--- src/pmsm_pkg.sv ---
// Shared constants and types for the MII port, strap and LED block.
// Assumes a single 100 MHz core clock; every pin timing is derived from it.
package pmsm_pkg;

  // Core clock and synchroniser depth
  localparam int CLK_MHZ     = 100;            // Core clock rate in MHz
  localparam int SYNC_STAGES = 2;              // Flops in front of every pin input

  // LED flash after reset: time in ms, then the derived cycle count
  localparam int FLASH_MS  = 200;
  localparam int FLASH_CYC = FLASH_MS * 1000 * CLK_MHZ;
  localparam int FLASH_W   = 25;               // Wide enough for FLASH_CYC

  // Half periods of the generated link clock, in core cycles
  localparam logic [4:0] HALF_MII100 = 5'h02;  // 25 MHz nibble clock
  localparam logic [4:0] HALF_MII10  = 5'h14;  // 2.5 MHz nibble clock
  localparam logic [4:0] HALF_RMII   = 5'h01;  // 50 MHz reference rate
  localparam logic [4:0] HALF_SERIAL = 5'h05;  // 10 MHz bit clock

  // Transmit buffer shape: {error, nibble}
  localparam int FIFO_W = 5;
  localparam int FIFO_D = 32;

  // Layout of the synchronised pin vector
  localparam int PIN_W     = 10;
  localparam int PIN_RCVOE = 0;
  localparam int PIN_TXER  = 1;
  localparam int PIN_TXEN  = 2;
  localparam int PIN_TXD   = 3;               // Four bits from here
  localparam int PIN_STRAP = 7;               // Three bits from here

  // Reset values
  localparam logic [2:0] STRAP_RST = 3'h0;
  localparam logic [1:0] SETTLE_LAST = 2'h1;  // Cycles to fill the synchroniser, minus one

  // Pin mapping of the MAC side
  typedef enum logic [1:0] {
    PMSM_MII_NORMAL  = 2'h0,
    PMSM_MII_REDUCED = 2'h1,
    PMSM_MII_SERIAL  = 2'h3
  } pmsm_mii_e;

  // Media selection coded on the three straps, high bit first
  typedef enum logic [2:0] {
    PMSM_MED_DUAL_HDX  = 3'h0,
    PMSM_MED_FX_HDX    = 3'h1,
    PMSM_MED_FX_FDX    = 3'h2,
    PMSM_MED_10_HDX    = 3'h3,
    PMSM_MED_10_FDX    = 3'h4,
    PMSM_MED_TX_HDX    = 3'h5,
    PMSM_MED_TX_FDX    = 3'h6,
    PMSM_MED_AUTONEG   = 3'h7
  } pmsm_media_e;

  // Strap capture sequence after reset release
  typedef enum logic [1:0] {
    PMSM_ST_WAIT = 2'h0,
    PMSM_ST_CAPT = 2'h1,
    PMSM_ST_RUN  = 2'h3
  } pmsm_strap_e;

endpackage

--- src/pmsm_stream_if.sv ---
// Valid/ready word stream between the port logic and its buffer.
// Assumes producer and consumer share core_clk.
`timescale 1ns/1ns
interface pmsm_stream_if #(parameter int W = 5);
  logic         valid;  // Word offered
  logic         ready;  // Word can be taken
  logic [W-1:0] data;   // Word contents

  // Side that offers words
  modport producer (output valid, output data, input ready);
  // Side that takes words
  modport consumer (input valid, input data, output ready);
endinterface

--- src/pmsm_fifo.sv ---
// Flip-flop FIFO with valid/ready on both sides.
// Assumes both sides on core_clk; a word moves when valid and ready meet.
`timescale 1ns/1ns
module pmsm_fifo #(
  parameter int W = 5,
  parameter int D = 32
) (
  // Clock and reset
  input wire logic          core_clk,
  input wire logic          nrst,
  // Filling and draining sides
  pmsm_stream_if.consumer   wr,
  pmsm_stream_if.producer   rd
);
  import pmsm_pkg::*;

  localparam int AW = $clog2(D);

  logic [W-1:0] mem_q [D];       // Storage flops
  logic [AW:0]  wr_ptr_q;        // Write pointer with wrap bit
  logic [AW:0]  rd_ptr_q;        // Read pointer with wrap bit
  logic         full;            // No room left
  logic         empty;           // Nothing stored
  logic         do_wr;           // Word enters this cycle
  logic         do_rd;           // Word leaves this cycle

  // Full when pointers differ only in the wrap bit
  assign full  = (wr_ptr_q[AW] != rd_ptr_q[AW]) && (wr_ptr_q[AW-1:0] == rd_ptr_q[AW-1:0]);
  assign empty = (wr_ptr_q == rd_ptr_q);
  assign wr.ready = !full;
  assign rd.valid = !empty;
  assign rd.data  = mem_q[rd_ptr_q[AW-1:0]];
  assign do_wr = wr.valid && !full;
  assign do_rd = rd.ready && !empty;

  // Storage write; no reset needed on the data itself
  always_ff @(posedge core_clk) begin
    if (do_wr) begin
      mem_q[wr_ptr_q[AW-1:0]] <= wr.data;
    end
  end

  // Pointer update
  always_ff @(posedge core_clk or negedge nrst) begin
    if (!nrst) begin
      wr_ptr_q <= '0;
      rd_ptr_q <= '0;
    end else begin
      if (do_wr) begin
        wr_ptr_q <= wr_ptr_q + 1'b1;
      end
      if (do_rd) begin
        rd_ptr_q <= rd_ptr_q + 1'b1;
      end
    end
  end
endmodule

--- src/pmsm_port.sv ---
// MAC-facing port of the transceiver: MII pin mappings, straps and LEDs.
// Assumes the line coder sits behind the line_* streams on the same clock,
// and that the MAC drives its pins off the clocks generated here.
`timescale 1ns/1ns
module pmsm_port #(
  parameter int FLASH_CYCLES = pmsm_pkg::FLASH_CYC  // Shorten for simulation
) (
  // Clock and reset
  input  wire logic                 core_clk,
  input  wire logic                 nrst,
  // Mode and control
  input  wire pmsm_pkg::pmsm_mii_e  mii_mode,
  input  wire logic                 link_speed100,
  input  wire logic                 sw_reset_pulse,
  input  wire logic [2:0]           led_state,
  input  wire logic                 tx_ovf_clr,
  // Strap and LED pins, bit 0 is media_select_strap_bit0
  input  wire logic [2:0]           strap_led_in,
  output logic      [2:0]           strap_led_out,
  output logic      [2:0]           strap_led_oe,
  // Configuration latched from the straps, except cfg_refclk_50m from mii_mode and cfg_speed100 from link_speed100 in the dual and autoneg codes
  output pmsm_pkg::pmsm_media_e     cfg_media,
  output logic                      cfg_valid,
  output logic                      cfg_autoneg,
  output logic                      cfg_speed100,
  output logic                      cfg_full_duplex,
  output logic                      cfg_fiber,
  output logic                      cfg_refclk_50m,
  // MII transmit pins
  output logic                      tx_clk,
  input  wire logic [3:0]           txd,
  input  wire logic                 tx_en,
  input  wire logic                 tx_er,
  // MII receive pins
  input  wire logic                 receive_output_enable,
  output logic                      rx_clk,
  output logic      [3:0]           rxd,
  output logic                      rx_dv,
  output logic                      rx_er,
  output logic                      rx_oe,
  output logic                      col,
  output logic                      crs,
  // Line side, transmit words {error, nibble}
  output logic                      line_tx_valid,
  input  wire logic                 line_tx_ready,
  output logic      [4:0]           line_tx_data,
  // Line side, receive nibbles
  input  wire logic                 line_rx_valid,
  output logic                      line_rx_ready,
  input  wire logic [3:0]           line_rx_data,
  input  wire logic                 line_rx_err,
  input  wire logic                 line_rx_active,
  // Status
  output logic                      tx_overflow
);
  import pmsm_pkg::*;

  // Pin synchroniser
  logic [PIN_W-1:0] pin_raw;       // All asynchronous pin inputs
  logic [PIN_W-1:0] sync1_q;       // First stage, read only by the second
  logic [PIN_W-1:0] sync2_q;       // Safe to use
  logic             rcv_oe_s;      // Receive outputs enabled
  logic             txer_s;        // Synchronised transmit error
  logic             txen_s;        // Synchronised transmit enable
  logic [3:0]       txd_s;         // Synchronised transmit data
  logic [2:0]       strap_s;       // Synchronised strap levels

  // Strap capture and LEDs
  pmsm_strap_e      st_q;          // Capture sequence state
  logic [1:0]       settle_q;      // Synchroniser fill count
  logic [2:0]       strap_q;       // Latched strap levels
  logic [FLASH_W-1:0] flash_q;     // Remaining flash cycles
  logic [2:0]       led_q;         // LED pin levels

  // Link clock generator
  logic [4:0]       half;          // Half period for this mode
  logic [4:0]       div_q;         // Half period counter
  logic             lclk_q;        // Generated link clock
  logic             rise;          // Link clock rises this cycle
  logic             fall;          // Link clock falls this cycle
  logic [1:0]       rise_dly_q;    // Rise delayed to match the synchroniser
  logic             tx_take;       // Pin values of the last rising edge are here

  // Transmit assembly
  logic [1:0]       last_beat;     // Beats per nibble minus one
  logic [3:0]       rx_mask;       // Receive pins used in this mode
  logic [3:0]       tx_acc_q;      // Nibble being assembled
  logic [3:0]       tx_acc_d;
  logic             tx_er_q;       // Error seen within the nibble
  logic             tx_er_d;
  logic [1:0]       tx_cnt_q;      // Beats collected
  logic             tx_push;       // Complete nibble to the buffer
  logic             ovf_q;         // Sticky: nibble lost on a full buffer

  // Receive serialiser
  logic [1:0]       rx_cnt_q;      // Beats still to send of this nibble
  logic [3:0]       rx_rem_q;      // Bits not yet on the pins
  logic [3:0]       rxd_q;         // Receive data pins
  logic             dv_q;          // Frame data valid
  logic             rx_er_q;       // Receive error
  logic             rx_dv_q;       // Valid pin, mode mapped
  logic             crs_q;         // Carrier sense
  logic             col_q;         // Collision
  logic             rcv_oe_q;      // Receive output enable

  pmsm_stream_if #(.W(FIFO_W)) tx_wr ();
  pmsm_stream_if #(.W(FIFO_W)) tx_rd ();

  // Two flops on every pin before use
  assign pin_raw = {strap_led_in, txd, tx_en, tx_er, receive_output_enable};
  always_ff @(posedge core_clk or negedge nrst) begin
    if (!nrst) begin
      sync1_q <= '0;
      sync2_q <= '0;
    end else begin
      sync1_q <= pin_raw;
      sync2_q <= sync1_q;
    end
  end
  assign rcv_oe_s = sync2_q[PIN_RCVOE];
  assign txer_s   = sync2_q[PIN_TXER];
  assign txen_s   = sync2_q[PIN_TXEN];
  assign txd_s    = sync2_q[PIN_TXD +: 4];
  assign strap_s  = sync2_q[PIN_STRAP +: 3];

  // Strap capture: pins stay undriven through reset and until latched
  always_ff @(posedge core_clk or negedge nrst) begin
    if (!nrst) begin
      st_q     <= PMSM_ST_WAIT;
      settle_q <= '0;
      strap_q  <= STRAP_RST;
    end else begin
      case (st_q)
        PMSM_ST_WAIT: begin
          // Synchroniser still holds its reset value
          settle_q <= settle_q + 1'b1;
          if (settle_q == SETTLE_LAST) begin
            st_q <= PMSM_ST_CAPT;
          end
        end
        PMSM_ST_CAPT: begin
          strap_q <= strap_s;
          st_q    <= PMSM_ST_RUN;
        end
        PMSM_ST_RUN: begin
          st_q <= PMSM_ST_RUN;
        end
        default: begin
          st_q <= PMSM_ST_WAIT;
        end
      endcase
    end
  end

  // Decode the latched media code
  always_comb begin
    cfg_media       = pmsm_media_e'(strap_q);
    cfg_valid       = (st_q == PMSM_ST_RUN);
    cfg_autoneg     = 1'b0;
    cfg_speed100    = 1'b1;
    cfg_full_duplex = 1'b0;
    cfg_fiber       = 1'b0;
    case (cfg_media)
      PMSM_MED_DUAL_HDX: cfg_speed100 = link_speed100;
      PMSM_MED_FX_HDX:   cfg_fiber = 1'b1;
      PMSM_MED_FX_FDX: begin
        cfg_fiber       = 1'b1;
        cfg_full_duplex = 1'b1;
      end
      PMSM_MED_10_HDX:   cfg_speed100 = 1'b0;
      PMSM_MED_10_FDX: begin
        cfg_speed100    = 1'b0;
        cfg_full_duplex = 1'b1;
      end
      PMSM_MED_TX_HDX:   cfg_speed100 = 1'b1;
      PMSM_MED_TX_FDX:   cfg_full_duplex = 1'b1;
      PMSM_MED_AUTONEG: begin
        cfg_autoneg     = 1'b1;
        cfg_speed100    = link_speed100;
        cfg_full_duplex = 1'b1;
      end
      default: cfg_speed100 = 1'b1;
    endcase
  end

  // Reduced mode runs from an outside 50 MHz reference, not the crystal
  assign cfg_refclk_50m = (mii_mode == PMSM_MII_REDUCED);

  // Flash timer, reloaded on capture and on every software reset
  always_ff @(posedge core_clk or negedge nrst) begin
    if (!nrst) begin
      flash_q <= '0;
    end else if (st_q == PMSM_ST_CAPT || sw_reset_pulse) begin
      flash_q <= FLASH_W'(FLASH_CYCLES - 1);
    end else if (flash_q != '0) begin
      flash_q <= flash_q - 1'b1;
    end
  end

  // LED level: active state inverted against the strap, pins driven after capture
  always_ff @(posedge core_clk or negedge nrst) begin
    if (!nrst) begin
      led_q        <= '0;
      strap_led_oe <= '0;
    end else begin
      led_q        <= strap_q ^ (led_state | {3{flash_q != '0}});
      strap_led_oe <= {3{st_q == PMSM_ST_RUN}};
    end
  end
  assign strap_led_out = led_q;

  // Link clock rate follows pin map and speed
  always_comb begin
    case (mii_mode)
      PMSM_MII_REDUCED: half = HALF_RMII;
      PMSM_MII_SERIAL:  half = HALF_SERIAL;
      default:          half = cfg_speed100 ? HALF_MII100 : HALF_MII10;
    endcase
  end

  // Free-running divider; never gated, so both clocks stay continuous
  always_ff @(posedge core_clk or negedge nrst) begin
    if (!nrst) begin
      div_q  <= '0;
      lclk_q <= 1'b0;
    end else if (div_q >= half - 5'h01) begin
      div_q  <= '0;
      lclk_q <= !lclk_q;
    end else begin
      div_q <= div_q + 5'h01;
    end
  end
  assign rise   = (div_q >= half - 5'h01) && !lclk_q;
  assign fall   = (div_q >= half - 5'h01) && lclk_q;
  assign tx_clk = lclk_q;
  assign rx_clk = lclk_q;

  // Delay the rising edge by the synchroniser depth so the sampled pins match it
  always_ff @(posedge core_clk or negedge nrst) begin
    if (!nrst) begin
      rise_dly_q <= '0;
    end else begin
      rise_dly_q <= {rise_dly_q[0], rise};
    end
  end
  assign tx_take = rise_dly_q[1];

  // Beats per nibble and live receive pins for each pin map
  always_comb begin
    case (mii_mode)
      PMSM_MII_REDUCED: begin
        last_beat = 2'h1;
        rx_mask   = 4'h3;
      end
      PMSM_MII_SERIAL: begin
        last_beat = 2'h3;
        rx_mask   = 4'h1;
      end
      default: begin
        last_beat = 2'h0;
        rx_mask   = 4'hF;
      end
    endcase
  end

  // Next assembled nibble; low bits arrive first in the narrow maps
  always_comb begin
    case (mii_mode)
      PMSM_MII_REDUCED: tx_acc_d = {txd_s[1:0], tx_acc_q[3:2]};
      PMSM_MII_SERIAL:  tx_acc_d = {txd_s[0], tx_acc_q[3:1]};
      default:          tx_acc_d = txd_s;
    endcase
    tx_er_d = txer_s || (tx_er_q && tx_cnt_q != 2'h0);
  end

  // Collect beats while enable is high; a dropped enable discards a part nibble
  always_ff @(posedge core_clk or negedge nrst) begin
    if (!nrst) begin
      tx_acc_q <= '0;
      tx_er_q  <= 1'b0;
      tx_cnt_q <= '0;
    end else if (tx_take) begin
      if (txen_s) begin
        tx_acc_q <= tx_acc_d;
        tx_er_q  <= tx_er_d;
        tx_cnt_q <= (tx_cnt_q == last_beat) ? 2'h0 : tx_cnt_q + 2'h1;
      end else begin
        tx_er_q  <= 1'b0;
        tx_cnt_q <= '0;
      end
    end
  end

  // The MAC cannot be stalled, so a full buffer loses the nibble and flags it
  assign tx_push      = tx_take && txen_s && (tx_cnt_q == last_beat);
  assign tx_wr.valid  = tx_push;
  assign tx_wr.data   = {tx_er_d, tx_acc_d};
  always_ff @(posedge core_clk or negedge nrst) begin
    if (!nrst) begin
      ovf_q <= 1'b0;
    end else if (tx_push && !tx_wr.ready) begin
      ovf_q <= 1'b1;  // Set wins over clear
    end else if (tx_ovf_clr) begin
      ovf_q <= 1'b0;
    end
  end
  assign tx_overflow = ovf_q;

  pmsm_fifo #(.W(FIFO_W), .D(FIFO_D)) u_tx_fifo (
    .core_clk (core_clk),
    .nrst     (nrst),
    .wr       (tx_wr.consumer),
    .rd       (tx_rd.producer)
  );
  assign line_tx_valid = tx_rd.valid;
  assign line_tx_data  = tx_rd.data;
  assign tx_rd.ready   = line_tx_ready;

  // Receive nibbles are taken only at a falling edge once no beats of the last nibble are left to send
  assign line_rx_ready = fall && (rx_cnt_q == 2'h0);

  // Drive receive pins at the falling edge so the MAC samples them settled
  always_ff @(posedge core_clk or negedge nrst) begin
    if (!nrst) begin
      rx_cnt_q <= '0;
      rx_rem_q <= '0;
      rxd_q    <= '0;
      dv_q     <= 1'b0;
      rx_er_q  <= 1'b0;
    end else if (fall) begin
      if (rx_cnt_q != 2'h0) begin
        rxd_q    <= rx_rem_q & rx_mask;
        rx_rem_q <= (mii_mode == PMSM_MII_SERIAL) ? rx_rem_q >> 1 : rx_rem_q >> 2;
        rx_cnt_q <= rx_cnt_q - 2'h1;
      end else if (line_rx_valid) begin
        rxd_q    <= line_rx_data & rx_mask;
        rx_rem_q <= (mii_mode == PMSM_MII_SERIAL) ? line_rx_data >> 1 : line_rx_data >> 2;
        rx_cnt_q <= last_beat;
        dv_q     <= 1'b1;
        rx_er_q  <= line_rx_err;
      end else begin
        // Gap in the stream ends the frame before any end delimiter
        rxd_q   <= '0;
        dv_q    <= 1'b0;
        rx_er_q <= 1'b0;
      end
    end
  end

  // Carrier, collision, mapped valid pin and output enable
  always_ff @(posedge core_clk or negedge nrst) begin
    if (!nrst) begin
      crs_q    <= 1'b0;
      col_q    <= 1'b0;
      rx_dv_q  <= 1'b0;
      rcv_oe_q <= 1'b0;
    end else begin
      crs_q    <= txen_s || line_rx_active || dv_q;
      col_q    <= txen_s && line_rx_active && !cfg_full_duplex;
      rcv_oe_q <= rcv_oe_s;
      case (mii_mode)
        PMSM_MII_REDUCED: rx_dv_q <= dv_q || crs_q;
        PMSM_MII_SERIAL:  rx_dv_q <= 1'b0;
        default:          rx_dv_q <= dv_q;
      endcase
    end
  end
  assign rxd   = rxd_q;
  assign rx_dv = rx_dv_q;
  assign rx_er = rx_er_q;
  assign rx_oe = rcv_oe_q;
  assign crs   = crs_q;
  assign col   = col_q;
endmodule

--- config.mk ---
export PLATFORM = sky130hd
export DESIGN_NAME = pmsm_port
export DESIGN_NICKNAME = d
export VERILOG_FILES = /design/src/pmsm_pkg.sv /design/src/pmsm_stream_if.sv /design/src/pmsm_fifo.sv /design/src/pmsm_port.sv
export SDC_FILE = /design/constraint.sdc
export NUM_CORES = 1
export LEC_CHECK = 0
export ABC_AREA = 1
export BUFFER_PORTS_ARGS = -buffer_cell sky130_fd_sc_hd__clkbuf_2
export CORE_MARGIN = 2
export CORE_UTILIZATION = 46
export DETAILED_ROUTE_END_ITERATION = 7
export SLEW_MARGIN = 25
export SYNTH_ARGS = -nofsm -noshare
export SYNTH_HDL_FRONTEND = slang
export SYNTH_HIERARCHICAL = 1
export SYNTH_SLANG_ARGS = --single-unit
export TNS_END_PERCENT = 10
--- constraint.sdc ---
create_clock -name core_clk -period 3 [get_ports core_clk]
set_clock_uncertainty 0.2 [all_clocks]
set_input_delay 0.6 -clock core_clk [delete_from_list [all_inputs] [get_ports core_clk]]
set_output_delay 0.6 -clock core_clk [all_outputs]
set_load 0.05 [all_outputs]
==> results of run 1 <==
[routing by layer]
metal / part of all wire (%) / track usage (%)
met3: 5.0 / 2.801
met2: 47 / 35.23
met4: 2.8 / 6.718
met5: 0 / 0
met1: 45 / 28.00
[cells by family (layout without fill, tap and decap cells)]
kind of cell,after synthesis,after routing
XOR/XNOR,17,17
adder cells (fa/ha/maj),14,14
flip-flops,258,258
AO/OA/AOI/OAI,75,75
buffers and inverters,132,239
AND/OR/NAND/NOR,713,713
other,1,1
[power by group]
group	total (mW)	leakage, nW	internal (mW)	switching [mW]
logic	4.03	2.72	1.29	2.74
clock network	3.18	0.420	1.83	1.35
registers	4.32	2.61	4.10	0.224
[cell type report]
cell class	count	area share (%)
Clock buffer	31	5.080
Inverter	79	2.282
Sequential cell	258	53.43
Clock inverter	19	1.159
Timing Repair Buffer	110	6.322
Multi-Input combinational cell	820	28.69
Tap cell	330	3.037
[state kept, by name, indices dropped and copies added (netlist names), 4 cells and up]
signal,count
u_tx_fifo/mem_q,160
flash_q,25
sync1_q,10
sync2_q,10
u_tx_fifo/rd_ptr_q,6
u_tx_fifo/wr_ptr_q,6
div_q,5
rxd,4
[cells in the mapped netlist (4+ instances only)]
cell and instances:
sky130_fd_sc_hd__edfxtp_1 160, sky130_fd_sc_hd__xor2_1 14, sky130_fd_sc_hd__nand3_1 149, sky130_fd_sc_hd__nand3b_1 5
sky130_fd_sc_hd__buf_1 9, sky130_fd_sc_hd__nor2_2 9, sky130_fd_sc_hd__nor2_4 5, sky130_fd_sc_hd__a21oi_1 30
sky130_fd_sc_hd__ha_1 14, sky130_fd_sc_hd__clkbuf_1 17, sky130_fd_sc_hd__inv_2 8, sky130_fd_sc_hd__dfrtp_1 98
sky130_fd_sc_hd__buf_4 4, sky130_fd_sc_hd__buf_2 18, sky130_fd_sc_hd__nand2_1 417, sky130_fd_sc_hd__nand4_1 8
sky130_fd_sc_hd__inv_1 70, sky130_fd_sc_hd__nor2_1 104, sky130_fd_sc_hd__nand2_2 4, sky130_fd_sc_hd__buf_6 5
sky130_fd_sc_hd__o21ai_0 28, sky130_fd_sc_hd__o21ai_1 5
[worst min-delay path by stage]
stage	slack, ns	from	end	depth (start not counted)
final	0.07	tx_ovf_clr	tx_overflow	2
after global routing	0.07	tx_ovf_clr	tx_overflow	2
after CTS	0.05	tx_ovf_clr	tx_overflow	2
after detailed placement	0.13	sync1_q[8]	sync2_q[8]	0
after global placement	0.13	sync1_q[7]	sync2_q[7]	0
after floorplan	0.10	nrst	cfg_media[0]	0
[per-stage QoR]
step	instances	total power, mW
3_3_place_gp	1575	8.247
2_1_floorplan	1210	6.857
6_report	1647	11.52
3_5_place_dp	1575	8.271
4_1_cts	1643	11.55
5_1_grt	1647	12.13
[worst max-delay path, cell delays in order (launching register included)]
cell                         delay, ns
sky130_fd_sc_hd__dfrtp_2          0.44
sky130_fd_sc_hd__nand2_4          0.11
sky130_fd_sc_hd__nand2_4          0.06
sky130_fd_sc_hd__nand3_4          0.10
sky130_fd_sc_hd__nand3_2          0.10
sky130_fd_sc_hd__ha_4             0.29
sky130_fd_sc_hd__nand2_2          0.06
sky130_fd_sc_hd__o21bai_4         0.17
sky130_fd_sc_hd__nand3_2          0.07
sky130_fd_sc_hd__nand3_2          0.09
sky130_fd_sc_hd__clkinvlp_4       0.11
sky130_fd_sc_hd__clkbuf_16        0.15
[repair_timing]
| action | 4_1_cts | 5_1_grt |
|---|---|---|
| pin swaps | 5 | 11 |
| endpoints found under the hold margin | 63 | 0 |
| gates resized for setup | 17 | 22 |
| hold buffers | 11 | 0 |
| setup endpoints to repair | 6 | 7 |
| setup buffers | 7 | 4 |
==> metrics.txt, run 1 <==
# TYPE chip_impl_metric gauge
chip_impl_metric{name="antenna_violating_nets_post_route",unit=""} 0
chip_impl_metric{name="yosysWarnings",unit=""} 6
chip_impl_info{name="r2r-end",value="u_tx_fifo/mem_q[28][4]"} 1
chip_impl_info{name="setup.worst_path.start_class",value="flop"} 1
chip_impl_metric{name="placed_instance_area",unit="sq mm"} 0.01239
chip_impl_metric{name="boundaryPins",unit=""} 62
chip_impl_metric{name="tightestPinTransition",unit="ns"} 0.7304
chip_impl_metric{name="arrival_time_at_the_worst_endpoint",unit="ns"} 2.28
chip_impl_info{name="setup_repair_after_global_routing_missed_its_margin",value="true"} 1
chip_impl_info{name="synth_top_area_cell",value="sky130_fd_sc_hd__edfxtp_1"} 1
chip_impl_metric{name="synth_fa_ha_area_share",unit="%"} 1.509
chip_impl_metric{name="fin_ws",unit="ns"} -0.08213
chip_impl_info{name="synth_top_family_by_area",value="simple AND/OR/NAND/NOR gates"} 1
chip_impl_metric{name="port_buffers",unit=""} 61
chip_impl_metric{name="synth-compound-area-share",unit="%"} 3.493
chip_impl_metric{name="hold_viol_final",unit=""} 0
chip_impl_metric{name="slew_headroom",unit="%"} 51.31
chip_impl_metric{name="global_route.overflow_total",unit=""} 0
chip_impl_metric{name="ff2ff_path_depth",unit=""} 9
chip_impl_metric{name="post_synth_inst_count",unit=""} 1210
chip_impl_info{name="synth-main-ff-cell",value="sky130_fd_sc_hd__edfxtp_1"} 1
chip_impl_info{name="criticalPathCategory",value="flop to output pin"} 1
chip_impl_info{name="violations",value="negative setup slack"} 1
chip_impl_metric{name="final_core_utilization",unit="%"} 54.47
chip_impl_info{name="most-common-layout-cells",value="409 x sky130_fd_sc_hd__nand2_1, 160 x sky130_fd_sc_hd__edfxtp_1, 145 x sky130_fd_sc_hd__nand3_1"} 1
chip_impl_info{name="cts_tree",value="built"} 1
chip_impl_metric{name="stdcell_area",unit="sq mm"} 0.01360
chip_impl_metric{name="p_per_area",unit="mW/mm^2"} 847.6
chip_impl_metric{name="avgViaCountPerCell",unit=""} 5.096
chip_impl_info{name="synth.top_cells.by_area",value="sky130_fd_sc_hd__edfxtp_1 41%, sky130_fd_sc_hd__dfrtp_1 21%, sky130_fd_sc_hd__nand2_1 13%, sky130_fd_sc_hd__nand3_1 6.4%, sky130_fd_sc_hd__nor2_1 3.4%"} 1
chip_impl_metric{name="layout.filler_cells",unit=""} 2269
chip_impl_metric{name="routed_wire_length_per_instance",unit="um"} 16.32
chip_impl_metric{name="h-tree-depth",unit=""} 1
chip_impl_metric{name="diode_count",unit=""} 0
chip_impl_metric{name="dp_worst_setup_slack",unit="ns"} 0.1706
chip_impl_metric{name="mux_share_of_post_synthesis_cell_area",unit="%"} 0
chip_impl_metric{name="post_synth_xor_area_fraction",unit="%"} 1.283
chip_impl_metric{name="netlist-cell-type-count",unit=""} 39
chip_impl_metric{name="synth_seq_area_share",unit="%"} 62.53
chip_impl_metric{name="clock_path_buffers",unit=""} 3
chip_impl_metric{name="finalWirelength",unit="um"} 26880
chip_impl_metric{name="path_clk_slew",unit="ns"} 0.06
chip_impl_metric{name="globalplace.congestion",unit=""} 0.8663
chip_impl_metric{name="synth_simple_gate_area_share",unit="%"} 26.19
chip_impl_metric{name="synthArstFlopShare",unit="%"} 37.98
chip_impl_metric{name="static-leakage-power",unit="nW"} 5.744
chip_impl_metric{name="cts_sinks",unit=""} 258
chip_impl_metric{name="floorplan_die_height",unit="um"} 162.8
chip_impl_metric{name="drt_first_pass_iters",unit=""} 5
chip_impl_metric{name="syn-num-nets",unit=""} 1252
chip_impl_info{name="regToRegStartpoint",value="u_tx_fifo/rd_ptr_q[2]"} 1
chip_impl_metric{name="rows",unit=""} 58
chip_impl_metric{name="timing.final.setup_violations",unit=""} 1
chip_impl_metric{name="worst-r2r-setup-slack",unit="ns"} 0.57
chip_impl_metric{name="hpwl",unit="um"} 17360
chip_impl_metric{name="multi_input_area",unit="sq mm"} 0.003901
chip_impl_metric{name="first_global_vias",unit=""} 8370
chip_impl_info{name="critPathCapture",value="line_rx_ready"} 1
chip_impl_metric{name="max_cap_viol_count",unit=""} 0
chip_impl_metric{name="core",unit="sq mm"} 0.02496
chip_impl_metric{name="synth.ff_latch_count",unit=""} 258
chip_impl_metric{name="slew_violations",unit=""} 0
chip_impl_info{name="commonest_non_fill_non_tap_cell_in_the_layout",value="sky130_fd_sc_hd__nand2_1"} 1
chip_impl_metric{name="detailroute.via_count",unit=""} 8393
chip_impl_metric{name="area_growth",unit="%"} 17.16
chip_impl_metric{name="die_area",unit="sq mm"} 0.02652
chip_impl_metric{name="grt_pass1_wl",unit="um"} 43370
chip_impl_metric{name="die-width",unit="um"} 162.8
chip_impl_metric{name="drt_iter0_drc",unit=""} 533
chip_impl_metric{name="initial_cell_density_of_the_core",unit="%"} 46.49
chip_impl_info{name="worst_setup_path_end_kind",value="output pin"} 1
chip_impl_metric{name="layout.nets",unit=""} 1338
chip_impl_metric{name="grt_antenna_before_repair",unit=""} 0
chip_impl_metric{name="gr-usage-all-layers",unit="%"} 20.84
chip_impl_metric{name="ir_worst_vdd",unit="V"} 0.0006132
chip_impl_metric{name="path_max_fanout",unit=""} 3
chip_impl_metric{name="period_share",unit="%"} 102.7
chip_impl_metric{name="mappedNetlistArea",unit="sq mm"} 0.01160
chip_impl_metric{name="grt_start_max_net_pins",unit=""} 56
chip_impl_info{name="hold_class",value="input port to flop"} 1
chip_impl_metric{name="worst_skew_pair_later_pin_latency",unit="ns"} 0.54
chip_impl_metric{name="synth_largest_type_area_fraction",unit="%"} 41.40
chip_impl_metric{name="totalNegativeSetupSlack",unit="ns"} -0.08213
chip_impl_info{name="crit_path_start",value="cfg_media[0]"} 1
chip_impl_metric{name="numCtsBuffers",unit=""} 27
chip_impl_metric{name="synthesis.area_per_instance",unit="sq um"} 9.591
chip_impl_metric{name="seqCellArea",unit="sq mm"} 0.007264
chip_impl_metric{name="timing.final.crit_period",unit="ns"} 3.082
chip_impl_metric{name="max_freq",unit="MHz"} 324.5
chip_impl_metric{name="crit_required",unit="ns"} 2.20
chip_impl_metric{name="drive_above_1_share",unit="%"} 15.57
chip_impl_info{name="status",value="finished with violations"} 1
chip_impl_metric{name="route.detailed.drc",unit=""} 0
chip_impl_metric{name="synth_edf_count",unit=""} 160
chip_impl_metric{name="worst_hold_margin",unit="ns"} 0.06960
chip_impl_info{name="clk_root_buffer_cell",value="sky130_fd_sc_hd__clkbuf_16"} 1
(Power assumes the default switching activity.)
==> run 2, diff against run 1 <==
PLACE_DENSITY_LB_ADDON = 0.05   (was default)
==> metrics.txt, run 2 (synthesized netlist as in run 1, its figures left out) <==
# TYPE chip_impl_metric gauge
chip_impl_metric{name="core",unit="sq mm"} 0.02496
chip_impl_metric{name="drt_iter0_drc",unit=""} 618
chip_impl_metric{name="avgViaCountPerCell",unit=""} 5.063
chip_impl_info{name="criticalPathCategory",value="flop to output pin"} 1
chip_impl_metric{name="grt_antenna_before_repair",unit=""} 1
chip_impl_metric{name="slew_headroom",unit="%"} 46.62
chip_impl_metric{name="timing.final.setup_violations",unit=""} 1
chip_impl_metric{name="max_cap_viol_count",unit=""} 0
chip_impl_metric{name="cts_sinks",unit=""} 258
chip_impl_metric{name="grt_start_max_net_pins",unit=""} 54
chip_impl_info{name="setup.worst_path.start_class",value="flop"} 1
chip_impl_metric{name="routed_wire_length_per_instance",unit="um"} 16.88
chip_impl_metric{name="fin_ws",unit="ns"} -0.07498
chip_impl_metric{name="drive_above_1_share",unit="%"} 16.97
chip_impl_metric{name="detailroute.via_count",unit=""} 8385
chip_impl_metric{name="timing.final.crit_period",unit="ns"} 3.075
chip_impl_metric{name="layout.nets",unit=""} 1346
chip_impl_metric{name="p_per_area",unit="mW/mm^2"} 860.4
chip_impl_metric{name="static-leakage-power",unit="nW"} 5.849
chip_impl_metric{name="floorplan_die_height",unit="um"} 162.8
chip_impl_info{name="most-common-layout-cells",value="408 x sky130_fd_sc_hd__nand2_1, 160 x sky130_fd_sc_hd__edfxtp_1, 138 x sky130_fd_sc_hd__nand3_1"} 1
chip_impl_metric{name="power.share.combinational",unit="%"} 35.6
chip_impl_metric{name="drt_first_pass_iters",unit=""} 5
chip_impl_info{name="commonest_non_fill_non_tap_cell_in_the_layout",value="sky130_fd_sc_hd__nand2_1"} 1
chip_impl_metric{name="totalNegativeSetupSlack",unit="ns"} -0.07498
chip_impl_metric{name="share_clk_of_total_power",unit="%"} 28.0
chip_impl_metric{name="die_area",unit="sq mm"} 0.02652
chip_impl_metric{name="tightestPinTransition",unit="ns"} 0.8007
chip_impl_metric{name="worst_skew_pair_later_pin_latency",unit="ns"} 0.54
chip_impl_metric{name="power_switching",unit="mW"} 4.440
chip_impl_metric{name="rows",unit=""} 58
chip_impl_metric{name="area_growth",unit="%"} 18.76
chip_impl_metric{name="diode_count",unit=""} 0
chip_impl_metric{name="max_freq",unit="MHz"} 325.2
chip_impl_metric{name="path_clk_slew",unit="ns"} 0.06
chip_impl_info{name="cts_tree",value="built"} 1
chip_impl_metric{name="initial_cell_density_of_the_core",unit="%"} 46.49
chip_impl_metric{name="power",unit="mW"} 11.86
chip_impl_metric{name="numCtsBuffers",unit=""} 28
chip_impl_info{name="critical_path.slowest_cell",value="sky130_fd_sc_hd__dfrtp_2"} 1
chip_impl_metric{name="gr-usage-all-layers",unit="%"} 21.74
chip_impl_info{name="status",value="finished with violations"} 1
chip_impl_metric{name="first_global_vias",unit=""} 8329
chip_impl_metric{name="period_share",unit="%"} 102.5
chip_impl_metric{name="clock_path_buffers",unit=""} 3
chip_impl_metric{name="slew_violations",unit=""} 0
chip_impl_metric{name="route.detailed.drc",unit=""} 0
chip_impl_metric{name="path_buf_inv",unit=""} 2
chip_impl_metric{name="h-tree-depth",unit=""} 1
chip_impl_metric{name="finalWirelength",unit="um"} 27960
chip_impl_metric{name="power.share.switching",unit="%"} 37.44
chip_impl_metric{name="global_route.overflow_total",unit=""} 0
chip_impl_metric{name="placed_instance_area",unit="sq mm"} 0.01243
chip_impl_metric{name="seqPwrFrac",unit="%"} 36.4
chip_impl_metric{name="path_max_fanout",unit=""} 3
chip_impl_metric{name="antenna_violating_nets_post_route",unit=""} 0
chip_impl_info{name="violations",value="negative setup slack"} 1
chip_impl_metric{name="die-width",unit="um"} 162.8
chip_impl_metric{name="crit_required",unit="ns"} 2.20
chip_impl_info{name="worst_setup_path_end_kind",value="output pin"} 1
chip_impl_metric{name="arrival_time_at_the_worst_endpoint",unit="ns"} 2.27
chip_impl_metric{name="grt_pass1_wl",unit="um"} 44790
chip_impl_info{name="hold_class",value="input port to flop"} 1
chip_impl_metric{name="ir_worst_vdd",unit="V"} 0.0007497
chip_impl_info{name="clk_root_buffer_cell",value="sky130_fd_sc_hd__clkbuf_16"} 1
chip_impl_metric{name="intPower",unit="mW"} 7.419
chip_impl_metric{name="globalplace.congestion",unit=""} 0.8152
chip_impl_metric{name="port_buffers",unit=""} 61
chip_impl_info{name="crit_family",value="simple AND/OR/NAND/NOR gates"} 1
chip_impl_metric{name="boundaryPins",unit=""} 62
chip_impl_info{name="setup_repair_after_global_routing_missed_its_margin",value="true"} 1
chip_impl_metric{name="stdcell_area",unit="sq mm"} 0.01378
chip_impl_info{name="critical_path.most_common_cell",value="sky130_fd_sc_hd__nand3_4"} 1
chip_impl_metric{name="hpwl",unit="um"} 18380
chip_impl_metric{name="hold_viol_final",unit=""} 0
chip_impl_info{name="cell_by_cell_trace_of_the_critical_path",value="nand2_4, nand2_4, nand3_4, nand3_4, ha_4, nand2_2, o21bai_4, nand3_2, nand3_4, clkinvlp_4, clkbuf_16"} 1
chip_impl_metric{name="worst_hold_margin",unit="ns"} 0.04398
chip_impl_metric{name="largest_register_ff_count",unit=""} 160
chip_impl_metric{name="critPathMaxStageDelay",unit="ns"} 0.44
run 2: cell types whose count changed in the layout (fill, tap and decap cells not counted), sizes merged:
| cell | change |
|---|---|
| buf | +7 |
| bufinv | -2 |
| clkbuf | +10 |
| clkinv | -5 |
| clkinvlp | -1 |
run 2: stage by stage:
step / setup slack [ns] / instances / util, %
2_1_floorplan: 0.02130 / 1210 / -
3_3_place_gp: 0.1381 / 1580 / 49.79
3_5_place_dp: 0.1011 / 1580 / 49.79
4_1_cts: -0.05661 / 1655 / 54.65
5_1_grt: -0.1742 / 1656 / 55.21
6_report: -0.07498 / 1656 / 55.21
run 2: worst register-to-register path, delay by kind of cell (launching register included):
family	cells	cell delay (ns)
buf+inv	3	0.53
simple gates	6	0.87
flops	1	0.45
run 2: cell type report:
class,instances,area [sq um]
Inverter,79,315.3
Multi-Input combinational cell,820,3950
Timing Repair Buffer,117,933.4
Tap cell,330,412.9
Fill cell,2224,11180
Clock inverter,11,60.06
Clock buffer,41,845.8
Sequential cell,258,7264
run 2: worst paths after layout:
path | endpoint | cells past startpoint | start | slack, ns
min in group asynchronous | rx_cnt_q[1] | 2 | nrst | 0.37
max in group asynchronous | cfg_media[0] | 3 | nrst | 1.60
hold / removal | tx_overflow | 2 | tx_ovf_clr | 0.04
hold reg to reg | sync2_q[9] | 0 | sync1_q[9] | 0.14
setup / recovery | line_rx_ready | 11 | cfg_media[1] | -0.07
setup reg to reg | u_tx_fifo/mem_q[16][3] | 9 | u_tx_fifo/rd_ptr_q[2] | 0.59
run 2: per-layer routing:
metal  GRT usage [%]  wire length (um)  part of all wire [%]
met3           4.023              1609                   5.8
met1           29.46             12460                    45
met4           5.833               619                   2.2
met5               0                13                 0.046
met2           36.19             13260                    47
run 2: repair_timing:
| action | 4_1_cts | 5_1_grt |
|---|---|---|
| hold buffers | 11 | 0 |
| setup endpoints to repair | 7 | 7 |
| resized for setup | 28 | 29 |
| pin swaps | 6 | 7 |
| buffers inserted | 12 | 1 |
| endpoints found under the hold margin | 46 | 0 |
run 2: power by group through the flow:
stage          Combinational (mW)  Clock, mW  Sequential [mW]
2_1_floorplan                2.40          0             4.46
3_3_place_gp                 4.01          0             4.36
3_5_place_dp                 4.01          0             4.36
4_1_cts                      4.15       3.39             4.31
5_1_grt                      4.63       3.55             4.35
6_report                     4.23       3.32             4.32
